### config.mk
export PLATFORM = sky130hd
export DESIGN_NAME = branch_trace_debug
export DESIGN_NICKNAME = d
export VERILOG_FILES = /design/src/hw/trace_debug_pkg.sv /design/src/hw/nibble_fifo.sv /design/src/hw/branch_trace_debug.sv
export VERILOG_INCLUDE_DIRS = /design/src /design/src/hw
export SDC_FILE = /design/constraint.sdc
export NUM_CORES = 1
export LEC_CHECK = 0
export ABC_CLOCK_PERIOD_IN_PS = 3930
export BUFFER_PORTS_ARGS = -buffer_cell sky130_fd_sc_hd__buf_2
export CORE_MARGIN = 3
export CORE_UTILIZATION = 58
export DETAILED_ROUTE_END_ITERATION = 10
export GPL_TIMING_DRIVEN = 0
export PLACE_DENSITY = 0.78
export SKIP_CTS_REPAIR_TIMING = 1
export SLEW_MARGIN = 15
export SYNTH_ARGS = -nofsm -noshare
export SYNTH_HDL_FRONTEND = slang
export SYNTH_SLANG_ARGS = --single-unit
export TNS_END_PERCENT = 1
### constraint.sdc
create_clock -name clock -period 3.93 [get_ports clock]
set_input_delay 0.5895 -clock clock [delete_from_list [all_inputs] [get_ports clock]]
set_output_delay 0.5895 -clock clock [all_outputs]
set_load 0.05 [all_outputs]
### src/hw/trace_debug_regs.svh
// register selector codes, field positions, reset values and trace codes for the trace/debug block
`ifndef TRACE_DEBUG_REGS_SVH
`define TRACE_DEBUG_REGS_SVH
`define SEL_CONFIG_STATUS      5'h00
`define SEL_ADDR_ATTR_TRIGGER  5'h06
`define SEL_TRIGGER_DEF        5'h07
`define SEL_PC_BREAKPOINT      5'h08
`define SEL_PC_BREAKPOINT_MASK 5'h09
`define SEL_ADDR_BP_HIGH       5'h0C
`define SEL_ADDR_BP_LOW        5'h0D
`define SEL_DATA_BREAKPOINT    5'h0E
`define SEL_DATA_BP_MASK       5'h0F
`define RST_CONFIG_STATUS      32'h00100000
`define RST_ADDR_ATTR_TRIGGER  32'h00000005
`define RST_TRIGGER_DEF        32'h00000000
`define RST_OTHER              32'h00000000
`define CSR_INHIBIT_BIT        22
`define CSR_BYTES_LO           8
`define CSR_BYTES_HI           9
`define PST_CONTINUE           4'h0
`define PST_BEGIN              4'h1
`define PST_TAKEN_BRANCH       4'h5
`define PST_MARKER_BASE        4'h8
`define TRACE_FIFO_DEPTH       8
`endif

### src/hw/trace_debug_pkg.sv
// types shared by the trace/debug block
package trace_debug_pkg;
    // one instruction retired by the core this cycle
    typedef struct packed {
        logic        valid;
        logic        taken;
        logic        variant;
        logic [31:0] target;
    } retire_t;
    // one register access from either path
    typedef struct packed {
        logic        write;
        logic        read;
        logic [4:0]  sel;
        logic [31:0] data;
    } reg_access_t;
    // background memory command side effect
    typedef struct packed {
        logic        valid;
        logic        write;
        logic [31:0] addr;
        logic [31:0] data;
    } mem_cmd_t;
    typedef enum logic [1:0] {
        TR_IDLE,
        TR_MARKER,
        TR_STALL
    } trace_state_t;
endpackage

### src/hw/nibble_fifo.sv
// small synchronous FIFO with valid/ready on both sides
`timescale 1ns/100ps
module nibble_fifo #(
    parameter int WIDTH = 4,
    parameter int DEPTH = 4
) (
    input  wire logic             clock,
    input  wire logic             rstn,
    input  wire logic             in_valid,
    output logic                  in_ready,
    input  wire logic [WIDTH-1:0] in_data,
    output logic                  out_valid,
    input  wire logic             out_ready,
    output logic [WIDTH-1:0]      out_data
);
    localparam int AW = (DEPTH > 1) ? $clog2(DEPTH) : 1;
    // refuse sizes the pointer wrap cannot serve
    if (DEPTH < 2 || WIDTH < 1) begin : g_bad_size
        $error("nibble_fifo: bad size");
    end
    logic [WIDTH-1:0] mem_q [DEPTH];
    logic [AW-1:0]    wr_q;
    logic [AW-1:0]    rd_q;
    logic [AW:0]      cnt_q;
    logic             push;
    logic             pop;

    // honest flags straight from the count
    assign in_ready  = (cnt_q != (AW+1)'(DEPTH));
    assign out_valid = (cnt_q != '0);
    assign out_data  = mem_q[rd_q];
    assign push      = in_valid && in_ready;
    assign pop       = out_valid && out_ready;

    // storage
    always_ff @(posedge clock) begin
        if (push) begin
            mem_q[wr_q] <= in_data;
        end
    end

    // pointers and fill count
    always_ff @(posedge clock) begin
        if (!rstn) begin
            wr_q  <= '0;
            rd_q  <= '0;
            cnt_q <= '0;
        end else begin
            if (push) begin
                wr_q <= (wr_q == AW'(DEPTH-1)) ? '0 : wr_q + AW'(1);
            end
            if (pop) begin
                rd_q <= (rd_q == AW'(DEPTH-1)) ? '0 : rd_q + AW'(1);
            end
            cnt_q <= cnt_q + (AW+1)'(push) - (AW+1)'(pop);
        end
    end
endmodule

### src/hw/branch_trace_debug.sv
// taken-branch real-time trace and debug register file
`timescale 1ns/100ps
`include "trace_debug_regs.svh"

//
// Contract
// - a taken branch shows status code 0x5 in its cycle; the code shows it one clock after the retire, but drops a branch retiring in the marker cycle.
// - branch status, then optional byte-count marker, then address nibbles.
// - capture targets only for variant-addressed taken branches and exception vectors.
// - address goes out least significant nibble first.
// - marker before the address tells how many bytes follow.
// - byte count is configurable as two, three or four.
// - two-byte marker 0x9 is followed by exactly four nibbles.
// - a FIFO lets status run ahead of address output.
// - full FIFO with new capture stalls the core showing 0x0.
// - nine debug registers beside background access to core state.
// - processor may write, never read, debug registers in supervisor mode.
// - inhibit bit set blocks processor writes to breakpoint registers.
// - every debug register is a 32-bit quantity.
// - config/status is write-only from processor, read/write from port.
// - five-bit selector; reserved codes map to no register.
// - attribute, high address and data registers double as port memory holders; the code loads only high address and data.
// - port memory access overwrites high address; port write overwrites data.
// - marker appears one clock before its data begins.
// - marker codes 0x8 to 0xB give one to four bytes.
module branch_trace_debug #(
    parameter int FIFO_DEPTH = `TRACE_FIFO_DEPTH
) (
    input  wire logic                         clock,
    input  wire logic                         rstn,
    input  wire trace_debug_pkg::retire_t     retire,
    input  wire logic                         core_exception,
    output logic                              core_stall,
    output logic [3:0]                        processor_status_code,
    output logic [3:0]                        trace_data_nibbles,
    input  wire trace_debug_pkg::reg_access_t port_access,
    input  wire trace_debug_pkg::reg_access_t cpu_access,
    input  wire logic                         cpu_supervisor,
    input  wire trace_debug_pkg::mem_cmd_t    port_mem_cmd,
    output logic [31:0]                       port_read_data,
    output logic                              port_read_valid
);
    // a whole 4-byte address must fit, and the free count is only five bits
    if (FIFO_DEPTH < 8 || FIFO_DEPTH > 16) begin : g_bad_depth
        $error("trace FIFO must hold a whole 4-byte address");
    end

    // ****************************************************************
    // debug register file
    // ****************************************************************
    logic [31:0] config_status_q;
    logic [31:0] addr_attr_trigger_q;
    logic [31:0] trigger_def_q;
    logic [31:0] pc_breakpoint_q;
    logic [31:0] pc_breakpoint_mask_q;
    logic [31:0] addr_bp_high_q;
    logic [31:0] addr_bp_low_q;
    logic [31:0] data_breakpoint_q;
    logic [31:0] data_bp_mask_q;
    logic        cpu_wr_ok;
    logic        cpu_bp_blocked;
    logic [4:0]  sel;
    logic [31:0] wd;
    logic        we;

    // is the selector one of the breakpoint registers
    function automatic logic is_breakpoint(input logic [4:0] sel);
        is_breakpoint = (sel >= `SEL_ADDR_ATTR_TRIGGER) && (sel <= `SEL_DATA_BP_MASK)
                        && (sel != 5'h0A) && (sel != 5'h0B);
    endfunction

    // processor writes need supervisor; inhibit locks out breakpoint writes
    assign cpu_bp_blocked = config_status_q[`CSR_INHIBIT_BIT] && is_breakpoint(cpu_access.sel);
    assign cpu_wr_ok      = cpu_access.write && cpu_supervisor && !cpu_bp_blocked && !port_access.write;

    // one write port per register; port wins a same-cycle collision
    assign sel = port_access.write ? port_access.sel : cpu_access.sel;
    assign wd  = port_access.write ? port_access.data : cpu_access.data;
    assign we  = port_access.write || cpu_wr_ok;

    // register storage and shared-holder side effects
    always_ff @(posedge clock) begin
        if (!rstn) begin
            config_status_q      <= `RST_CONFIG_STATUS;
            addr_attr_trigger_q  <= `RST_ADDR_ATTR_TRIGGER;
            trigger_def_q        <= `RST_TRIGGER_DEF;
            pc_breakpoint_q      <= `RST_OTHER;
            pc_breakpoint_mask_q <= `RST_OTHER;
            addr_bp_high_q       <= `RST_OTHER;
            addr_bp_low_q        <= `RST_OTHER;
            data_breakpoint_q    <= `RST_OTHER;
            data_bp_mask_q       <= `RST_OTHER;
        end else begin
            if (we) begin
                // reserved selectors fall through and store nothing
                case (sel)
                    `SEL_CONFIG_STATUS:      config_status_q      <= wd;
                    `SEL_ADDR_ATTR_TRIGGER:  addr_attr_trigger_q  <= wd;
                    `SEL_TRIGGER_DEF:        trigger_def_q        <= wd;
                    `SEL_PC_BREAKPOINT:      pc_breakpoint_q      <= wd;
                    `SEL_PC_BREAKPOINT_MASK: pc_breakpoint_mask_q <= wd;
                    `SEL_ADDR_BP_HIGH:       addr_bp_high_q       <= wd;
                    `SEL_ADDR_BP_LOW:        addr_bp_low_q        <= wd;
                    `SEL_DATA_BREAKPOINT:    data_breakpoint_q    <= wd;
                    `SEL_DATA_BP_MASK:       data_bp_mask_q       <= wd;
                    default: ;
                endcase
            end
            // shared holders: memory commands clobber breakpoint values
            if (port_mem_cmd.valid) begin
                addr_bp_high_q <= port_mem_cmd.addr;
                if (port_mem_cmd.write) begin
                    data_breakpoint_q <= port_mem_cmd.data;
                end
            end
        end
    end

    // port reads only; processor has no read path at all
    always_ff @(posedge clock) begin
        if (!rstn) begin
            port_read_data  <= '0;
            port_read_valid <= 1'b0;
        end else begin
            port_read_valid <= port_access.read;
            if (port_access.read) begin
                case (port_access.sel)
                    `SEL_CONFIG_STATUS:      port_read_data <= config_status_q;
                    `SEL_ADDR_ATTR_TRIGGER:  port_read_data <= addr_attr_trigger_q;
                    `SEL_TRIGGER_DEF:        port_read_data <= trigger_def_q;
                    `SEL_PC_BREAKPOINT:      port_read_data <= pc_breakpoint_q;
                    `SEL_PC_BREAKPOINT_MASK: port_read_data <= pc_breakpoint_mask_q;
                    `SEL_ADDR_BP_HIGH:       port_read_data <= addr_bp_high_q;
                    `SEL_ADDR_BP_LOW:        port_read_data <= addr_bp_low_q;
                    `SEL_DATA_BREAKPOINT:    port_read_data <= data_breakpoint_q;
                    `SEL_DATA_BP_MASK:       port_read_data <= data_bp_mask_q;
                    default:                 port_read_data <= '0;
                endcase
            end
        end
    end

    // ****************************************************************
    // branch trace
    // ****************************************************************
    trace_debug_pkg::trace_state_t state_q;
    logic [31:0] target_q;
    logic [2:0]  bytes_q;
    logic [3:0]  nib_left_q;
    logic [2:0]  cfg_bytes;
    logic        capture;
    logic        fifo_in_ready;
    logic        fifo_out_valid;
    logic [3:0]  fifo_out_data;
    logic        push;
    logic [3:0]  push_nib;
    logic [4:0]  fifo_free_q;

    // byte count from config: 0 off, 1..3 select 2..4 bytes
    always_comb begin
        unique case (config_status_q[`CSR_BYTES_HI:`CSR_BYTES_LO])
            2'd1:    cfg_bytes = 3'd2;
            2'd2:    cfg_bytes = 3'd3;
            2'd3:    cfg_bytes = 3'd4;
            default: cfg_bytes = 3'd0;
        endcase
    end

    // only variant-addressed branches and exception vectors are captured
    assign capture = retire.valid && retire.taken && (retire.variant || core_exception)
                     && (cfg_bytes != 3'd0);

    // nibbles pushed one per clock from the address shifter
    assign push     = (nib_left_q != 4'd0);
    assign push_nib = target_q[3:0];

    // free-space tracker so a whole address is reserved before it is accepted
    always_ff @(posedge clock) begin
        if (!rstn) begin
            fifo_free_q <= 5'(FIFO_DEPTH);
        end else begin
            fifo_free_q <= fifo_free_q - 5'(push && fifo_in_ready) + 5'(fifo_out_valid);
        end
    end

    // sequencer: status, marker, stall
    always_ff @(posedge clock) begin
        if (!rstn) begin
            state_q               <= trace_debug_pkg::TR_IDLE;
            processor_status_code <= `PST_CONTINUE;
            core_stall            <= 1'b0;
            target_q              <= '0;
            bytes_q               <= '0;
            nib_left_q            <= '0;
        end else begin
            if (push && fifo_in_ready) begin
                target_q   <= {4'h0, target_q[31:4]};
                nib_left_q <= nib_left_q - 4'd1;
            end
            unique case (state_q)
                trace_debug_pkg::TR_IDLE: begin
                    core_stall <= 1'b0;
                    if (capture && (nib_left_q != 4'd0 || fifo_free_q < 5'({cfg_bytes, 1'b0}))) begin
                        state_q               <= trace_debug_pkg::TR_STALL;
                        core_stall            <= 1'b1;
                        processor_status_code <= `PST_CONTINUE;
                    end else if (retire.valid && retire.taken) begin
                        processor_status_code <= `PST_TAKEN_BRANCH;
                        if (capture) begin
                            state_q  <= trace_debug_pkg::TR_MARKER;
                            target_q <= retire.target;
                            bytes_q  <= cfg_bytes;
                            // count loaded now so the first nibble enters during the marker
                            nib_left_q <= {cfg_bytes, 1'b0};
                        end
                    end else begin
                        processor_status_code <= retire.valid ? `PST_BEGIN : `PST_CONTINUE;
                    end
                end
                trace_debug_pkg::TR_MARKER: begin
                    // marker one clock before the first nibble leaves
                    processor_status_code <= `PST_MARKER_BASE + {1'b0, bytes_q - 3'd1};
                    state_q               <= trace_debug_pkg::TR_IDLE;
                end
                trace_debug_pkg::TR_STALL: begin
                    processor_status_code <= `PST_CONTINUE;
                    if (nib_left_q == 4'd0 && fifo_free_q >= 5'({cfg_bytes, 1'b0})) begin
                        state_q               <= trace_debug_pkg::TR_MARKER;
                        processor_status_code <= `PST_TAKEN_BRANCH;
                        core_stall            <= 1'b0;
                        target_q              <= retire.target;
                        bytes_q               <= cfg_bytes;
                        nib_left_q            <= {cfg_bytes, 1'b0};
                    end
                end
            endcase
        end
    end

    // fifo decouples status from the address nibbles
    nibble_fifo #(
        .WIDTH (4),
        .DEPTH (FIFO_DEPTH)
    ) u_fifo (
        .clock     (clock),
        .rstn      (rstn),
        .in_valid  (push),
        .in_ready  (fifo_in_ready),
        .in_data   (push_nib),
        .out_valid (fifo_out_valid),
        .out_ready (1'b1),
        .out_data  (fifo_out_data)
    );

    // registered data port, zero when idle
    always_ff @(posedge clock) begin
        if (!rstn) begin
            trace_data_nibbles <= 4'h0;
        end else begin
            trace_data_nibbles <= fifo_out_valid ? fifo_out_data : 4'h0;
        end
    end
endmodule

# Word-level counts from Yosys, hierarchy flattened
# Memories as Yosys holds them, arrays and structs flattened. A register that Yosys moved wholly into a read port is not among the register bits.
# Cells that the tools add are included.
# W data, S select, Z words.
# totals
ff_bits,382
ramBits,32
in_bits,183
out_inout_bits,42
word_cells,153
memories,1
# classes
n_addsub,9
n_lt_le_gt_ge,4
eq_ne,32
n_mux,45
reduce_logical,41
# mem_list
name,depth,word_bits,read_ports,rd_ports_with_merged_regs,write_ports,line,rtl
u_fifo.mem_q,8,4,1,1,1,nibble_fifo.sv:21,logic [WIDTH-1:0] mem_q [DEPTH];
# ops
op,count
$mux W32,13
$pmux W32 S9,1
$pmux W32 S2,1
$eq A5 B4 Y1 const B,12
$mux W3,9
$eq A5 B3 Y1 const B,4
$mux W4,5
$reduce_and A2 Y1,10
$logic_and A1 B1 Y1,13
$pmux W4 S3,1
$logic_not A5 Y1,2
$ne A5 B4 Y1 const B,2
$pmux W3 S3,1
$mux W2,4
$ne A2 B2 Y1 const B,4
$pmux W4 S2,1
$reduce_bool A4 Y1,2
$add A3 B1 Y3 const B,2
$eq A2 B2 Y1 const B,3
$eq A3 B3 Y1 const B,2
$ne A3 B3 Y1 const B,2
$pmux W2 S3,1
$pmux W3 S2,1
$reduce_bool A2 Y1,3
other kinds (23),32

# Longest topological paths before layout
# logic_depth
ltp_word,12
depth_mapped,14

# Cells and area by module
# A second synthesis with hierarchy kept.
# hier_totals
cells_unflattened,1934
hier_area_um2,18330.1
# modules_own_cells
module,n_inst,cells_each,area_each_um2,seq_area_each_um2
branch_trace_debug,1,1806,16359.4,7527.2
nibble_fifo,1,128,1970.6,1221.2

# Worst setup path before layout
# Ideal clock, no wire load.
# synth_path
kind,reg-to-reg
start,register nib_left_q[0]
end,register fifo_free_q[4]
setup_time_ns,0.128
arrival_ns,2.598
required_ns,3.802
setup_slack_ns,1.204
path_stages_with_launch,15
period_less_slack_ns,2.726
cell_sequence,dfxtp_1 inv_1 ha_1 nor3b_2 a21o_1 clkbuf_1 inv_2 ha_1 inv_1 ha_1 fa_1 a21o_1 a21oi_1 xnor2_1 nor2_1
# synth_via
elab_chain_len,4
# synth_lines
element,line,rtl
from (decl),branch_trace_debug.sv:149,logic [3:0] nib_left_q;
from (signal assigned),branch_trace_debug.sv:198,nib_left_q <= nib_left_q - 4'd1;
from (signal assigned),branch_trace_debug.sv:214,"nib_left_q <= {cfg_bytes, 1'b0};"
from (signal assigned),branch_trace_debug.sv:233,"nib_left_q <= {cfg_bytes, 1'b0};"
$reduce_bool A4 Y1,branch_trace_debug.sv:174,assign push = (nib_left_q != 4'd0);
$logic_and A1 B1 Y1,n/a,
net u_fifo.push,nibble_fifo.sv:25,logic push;
$sub A5 B1 Y5,branch_trace_debug.sv:182,fifo_free_q <= fifo_free_q - 5'(push && fifo_in_ready) + 5'(fifo_out_valid);
$add A5 B1 Y5,branch_trace_debug.sv:182,
to (signal assigned),branch_trace_debug.sv:180,fifo_free_q <= 5'(FIFO_DEPTH);
to (signal assigned),branch_trace_debug.sv:182,
to (decl),branch_trace_debug.sv:157,logic [4:0] fifo_free_q;
# The timed path passes the listed nets, and every way through them passes these cells.
# A chain may end at the register's enable or synchronous reset.

# Worst setup path in the final report
# layout_path
start,input port port_access[36] in the netlist's numbering
end,register port_read_data[6]
# layout_via
elab_chain_len,2
word_cells_on_any_way,10
cone_classes,8 x eq/ne; 1 x mux; 1 x reduce/logical
# layout_lines
element,line,rtl
from (decl),branch_trace_debug.sv:36,"input wire trace_debug_pkg::reg_access_t port_access,"
$eq A5 B4 Y1 (tied with other cells),branch_trace_debug.sv:127,case (port_access.sel)
$pmux W32 S9 (*),branch_trace_debug.sv:127,
to (signal assigned),branch_trace_debug.sv:128,`SEL_CONFIG_STATUS: port_read_data <= config_status_q;
to (signal assigned),branch_trace_debug.sv:129,`SEL_ADDR_ATTR_TRIGGER: port_read_data <= addr_attr_trigger_q;
to (signal assigned),branch_trace_debug.sv:130,`SEL_TRIGGER_DEF: port_read_data <= trigger_def_q;
to (decl),branch_trace_debug.sv:40,"output logic [31:0] port_read_data,"
# Every way passes the cells marked *; elsewhere a longest branch is shown, timed or not.

==> impl_results.html <==
<table>
<tr><th>Metric</th><th>Value</th></tr>
<tr><th colspan="2">Run status</th></tr>
<tr><td>Result of the run</td><td>finished clean</td></tr>
<tr><th colspan="2">Setup path</th></tr>
<tr><td>Arrival time worst endpoint</td><td>~3.8 ns</td></tr>
<tr><td>CP endpoint</td><td>port_read_data[6]</td></tr>
<tr><td>Cell type with the highest occurrence count on the critical path</td><td>clkbuf_1</td></tr>
<tr><td>Crit end category</td><td>flop</td></tr>
<tr><td>Register-to-register setup slack</td><td>0.64 ns</td></tr>
<tr><td>Cell-by-cell trace of the critical path</td><td>buf_2, clkbuf_1, nand3b_1, nor3_2, clkbuf_1, a22o_1, a221oi_1, a31oi_1</td></tr>
<tr><td>Kind of launch point of the worst setup path</td><td>input port</td></tr>
<tr><td>CP max FO</td><td>10</td></tr>
<tr><td>Reg-to-reg critical path endpoint</td><td>fifo_free_q[4]</td></tr>
<tr><td>Launch point of the worst reg-to-reg path</td><td>nib_left_q[1]</td></tr>
<tr><td>Worst setup path startpoint</td><td>port_access[36]</td></tr>
<tr><td>Worst-case reg-to-reg path depth</td><td>14</td></tr>
<tr><td>Highest-delay cell along the critical path</td><td>nor3_2</td></tr>
<tr><td>WP data required</td><td>4.39 ns</td></tr>
<tr><td>Class of the most critical setup path</td><td>input port to flop</td></tr>
<tr><td>Largest stage delay, worst path</td><td>1.04 ns</td></tr>
<tr><th colspan="2">Routing</th></tr>
<tr><td>Via-to-Cell Ratio</td><td>6.674</td></tr>
<tr><td>DRC</td><td>0</td></tr>
<tr><td>Number of nets with antenna violations after routing</td><td>0</td></tr>
<tr><td>Post-detailed-route wirelength per cell</td><td>26.37 um</td></tr>
<tr><td>WL final</td><td>68.36 mm</td></tr>
<tr><td>1st-pass router iterations</td><td>9</td></tr>
<tr><td>Initial DRC count</td><td>between 2000 and 2500</td></tr>
<tr><td>Vias</td><td>roughly 17000</td></tr>
<tr><th colspan="2">STA</th></tr>
<tr><td>Number of pins with negative max-slew slack in the final report</td><td>0</td></tr>
<tr><td>Clock period minus worst slack</td><td>3.332 ns</td></tr>
<tr><td>Final Hold Vio Count</td><td>0</td></tr>
<tr><td>Final period util</td><td>84.77%</td></tr>
<tr><td>Final setup violation count</td><td>0</td></tr>
<tr><td>Highest clock rate</td><td>300.2 MHz</td></tr>
<tr><td>Worst relative slew slack</td><td>under 10%</td></tr>
<tr><td>Setup repair after global routing missed its margin</td><td>false</td></tr>
<tr><td>Final sum of negative setup slack</td><td>0 ns</td></tr>
<tr><td>Slew @ Worst Pin</td><td>1.344 ns</td></tr>
<tr><td>Setup skew after layout</td><td>between 0.015 and 0.02 ns</td></tr>
<tr><th colspan="2">Synth</th></tr>
<tr><td>Count leader, synth</td><td>dfxtp_1</td></tr>
<tr><td>Multiplexer share of the synthesized area</td><td>11.96%</td></tr>
<tr><td>Main flop type after synthesis</td><td>dfxtp_1</td></tr>
<tr><td>Compound-cell area share of the yosys netlist</td><td>16.33%</td></tr>
<tr><td>Synth area leaders</td><td>dfxtp_1 42%, mux2i_1 7.9%, nand3_1 5.3%, edfxtp_1 5.2%, o21ai_0 4.0%</td></tr>
<tr><td>Mapped Cells</td><td>1898</td></tr>
<tr><td>Unique cell type count in the Yosys netlist</td><td>66</td></tr>
<tr><td>Seq/Total Area, Yosys</td><td>a little under half</td></tr>
<tr><td>Count of flip-flops with a built-in enable after synthesis</td><td>32</td></tr>
<tr><td>Post-synthesis simple-gate area fraction</td><td>between 10% and 20%</td></tr>
<tr><td>Adder and majority cell fraction of the synthesized area</td><td>1.969%</td></tr>
<tr><td>Area fraction of the dominant cell type after synthesis</td><td>a little over two fifths</td></tr>
<tr><td>Largest family of logic cells by synthesized area</td><td>simple AND/OR/NAND/NOR gates</td></tr>
<tr><td>Xor/xnor share of the synthesized area</td><td>less than 1%</td></tr>
<tr><td>Post-synthesis sequential element count</td><td>around 420</td></tr>
<tr><td>Avg Cell Area, Syn</td><td>9.778 sq um</td></tr>
<tr><td>Top cells by instance count after synthesis</td><td>386 x dfxtp_1, 195 x nand3_1, 165 x nand2_1</td></tr>
<tr><td>Share of synthesized registers carrying an async set or reset</td><td>0%</td></tr>
<tr><td>Warning count from the yosys run</td><td>0</td></tr>
<tr><td>Library cell occupying the most area in the post-synthesis netlist</td><td>dfxtp_1</td></tr>
<tr><td>Synthesized area</td><td>18560 sq um</td></tr>
<tr><td>Nets in the synthesized netlist</td><td>between 2000 and 2500</td></tr>
<tr><th colspan="2">Floorplanning</th></tr>
<tr><td>DIE WIDTH</td><td>184.9 um</td></tr>
<tr><td>Die area</td><td>34180 sq um</td></tr>
<tr><td># IOs</td><td>between 200 and 250</td></tr>
<tr><td>DIE HEIGHT</td><td>184.9 um</td></tr>
<tr><td>Initial cell density of the core</td><td>59.73%</td></tr>
<tr><td>Placement row count</td><td>64</td></tr>
<tr><td>Placeable core area</td><td>between 30000 and 40000 sq um</td></tr>
<tr><th colspan="2">Layout</th></tr>
<tr><td>Fin util</td><td>69.46%</td></tr>
<tr><td>Layout area overhead</td><td>16.30%</td></tr>
<tr><td>Final #Nets</td><td>2375</td></tr>
<tr><td>Multi-input gate area</td><td>8936 sq um</td></tr>
<tr><td>Proportion of layout cells with a drive suffix above 1</td><td>22.23%</td></tr>
<tr><td>Filler cell count</td><td>around 2400</td></tr>
<tr><td>Seq. cell area</td><td>8688 sq um</td></tr>
<tr><th colspan="2">Run</th></tr>
<tr><td>Number of max-capacitance violations reported</td><td>0</td></tr>
<tr><th colspan="2">Worst hold path</th></tr>
<tr><td>Worst min-delay path class</td><td>input port to flop</td></tr>
<tr><th colspan="2">Clock tree</th></tr>
<tr><td>Maximum root-to-sink buffer count</td><td>3</td></tr>
<tr><td>CTS tree</td><td>done</td></tr>
<tr><td>Number of buffers created by CTS</td><td>43</td></tr>
<tr><td>Clk Tree Root Cell</td><td>clkbuf_16</td></tr>
<tr><td>H-tree depth</td><td>2</td></tr>
<tr><td>Clock transition at the registers of the reported paths</td><td>0.06 ns</td></tr>
<tr><td>Clock Sinks</td><td>roughly 420</td></tr>
<tr><td>Clock latency at the later pin of the worst-skew pair</td><td>0.55 ns</td></tr>
<tr><th colspan="2">Pwr</th></tr>
<tr><td>Static Leakage</td><td>8.021 nW</td></tr>
<tr><td>Power density over cell area</td><td>~500 nW/um^2</td></tr>
<tr><td>Peak VDD IR</td><td>around 0.32 mV</td></tr>
<tr><th colspan="2">Global route</th></tr>
<tr><td>Number of antenna violations at the first check in global routing</td><td>0</td></tr>
<tr><td>Total track usage</td><td>38.51%</td></tr>
<tr><td>Vias in the first global route</td><td>16563</td></tr>
<tr><td>Largest net degree at the start of global routing</td><td>14</td></tr>
<tr><td>Total global routing overflow</td><td>0</td></tr>
<tr><td>First-pass GRT wire length</td><td>between 90 and 100 mm</td></tr>
<tr><th colspan="2">Placement</th></tr>
<tr><td>Post-DP HPWL</td><td>47.16 mm</td></tr>
<tr><td>Buffers on Ports</td><td>221</td></tr>
<tr><td>Final RePlAce weighted congestion</td><td>0.9917</td></tr>
</table>
sequential cells by signal, summed over array words and instances, names as in the netlist, 5 cells and up:
register,count
addr_attr_trigger_q,32
addr_bp_high_q,32
addr_bp_low_q,32
config_status_q,32
data_bp_mask_q,32
data_breakpoint_q,32
fifo_free_q,5
pc_breakpoint_mask_q,32
pc_breakpoint_q,32
port_read_data,32
target_q,32
trigger_def_q,32
u_fifo.mem_q,32
logic make-up (layout without fill, tap and decap cells):
kind of cell             count (synthesis)  in the layout
AND/OR/NAND/NOR                        587            587
multiplexers                           205            205
flip-flops                             418            418
XOR/XNOR                                10             10
other                                    0              1
buffers and inverters                  200            497
AO/OA/AOI/OAI                          450            450
adder cells (fa/ha/maj)                 28             28
how the worst min path moves through the flow:
stage                             startpoint                    to  slack (ns)  depth (start not counted)
after floorplan                 target_q[28]          target_q[28]        0.43                          2
final                        port_mem_cmd[6]  data_breakpoint_q[6]        0.23                          3
after global placement    data_bp_mask_q[12]    data_bp_mask_q[12]        0.44                          2
after detailed placement  data_bp_mask_q[12]    data_bp_mask_q[12]        0.45                          2
after global routing         port_mem_cmd[6]  data_breakpoint_q[6]        0.24                          3
after CTS                    port_mem_cmd[6]  data_breakpoint_q[6]        0.23                          3
per-layer routing:
metal  vias to the layer above  global-route usage [%]  routed length [um]
met5                         -                       0                   0
met4                         0                   21.58                4541
met3                       307                   10.51                8511
met2                      1232                   58.76               29560
met1                      8214                   49.55               25740
li1                       7545                       -                   -
cell usage in the layout, fill, tap and decap left out, drive strengths merged, types with 6 or more instances in the layout:
cell,instances
dfxtp,386
buf,300
nand3,225
o21ai,215
nand2,165
clkbuf,153
mux2i,146
mux2,51
nor2,44
a21oi,43
a221oi,38
nand4b,36
inv,34
o2bb2ai,33
edfxtp,32
or3b,29
nor2b,27
a31oi,26
ha,26
a22o,22
a222oi,20
a211oi,11
nor3,10
a32o,8
mux4,8
and2,8
nor3b,8
nand3b,7
a22oi,6
clkinv,6
power by group:
part | switching (W) | total, W | internal (W) | leakage [nW]
combinational | 0.00123 | 0.00200 | 0.000767 | 3.90
clock | 0.00170 | 0.00414 | 0.00244 | 0.702
sequential | 0.000125 | 0.00464 | 0.00452 | 3.42
area by class of cell:
class | instances | share of cell area, %
Antenna cell | 1 | 0.01159
Buffer | 168 | 3.768
Clock buffer | 64 | 5.908
Clock inverter | 12 | 0.6725
Inverter | 32 | 0.5566
Multi-Input combinational cell | 1280 | 41.41
Sequential cell | 418 | 40.26
Tap cell | 396 | 2.296
Timing Repair Buffer | 221 | 5.125
worst max-delay path: cells and delay by family:
family / cells / cell delay, ns
and+or+nand+nor: 2 / 1.33
AOI/OAI and AO/OA: 3 / 0.55
buffers and inverters: 3 / 1.31
through the flow:
| step | instance area, sq um | total power [W] | setup WS [ns] | hold WS [ns] | cells |
|---|---|---|---|---|---|
| CTS | 21580 | 0.01072 | 0.6845 | 0.2337 | 2591 |
| finish | 21580 | 0.01078 | 0.5985 | 0.2344 | 2592 |
| global placement | 20160 | 0.006600 | 0.4259 | 0.4386 | 2515 |
| detailed placement | 20160 | 0.006677 | 0.3845 | 0.4487 | 2515 |
| floorplan | 18560 | 0.006086 | 1.204 | 0.4287 | 1898 |
| global route | 21580 | 0.01111 | 0.4618 | 0.2403 | 2591 |
No activity file was read; power rests on OpenSTA's default activity.
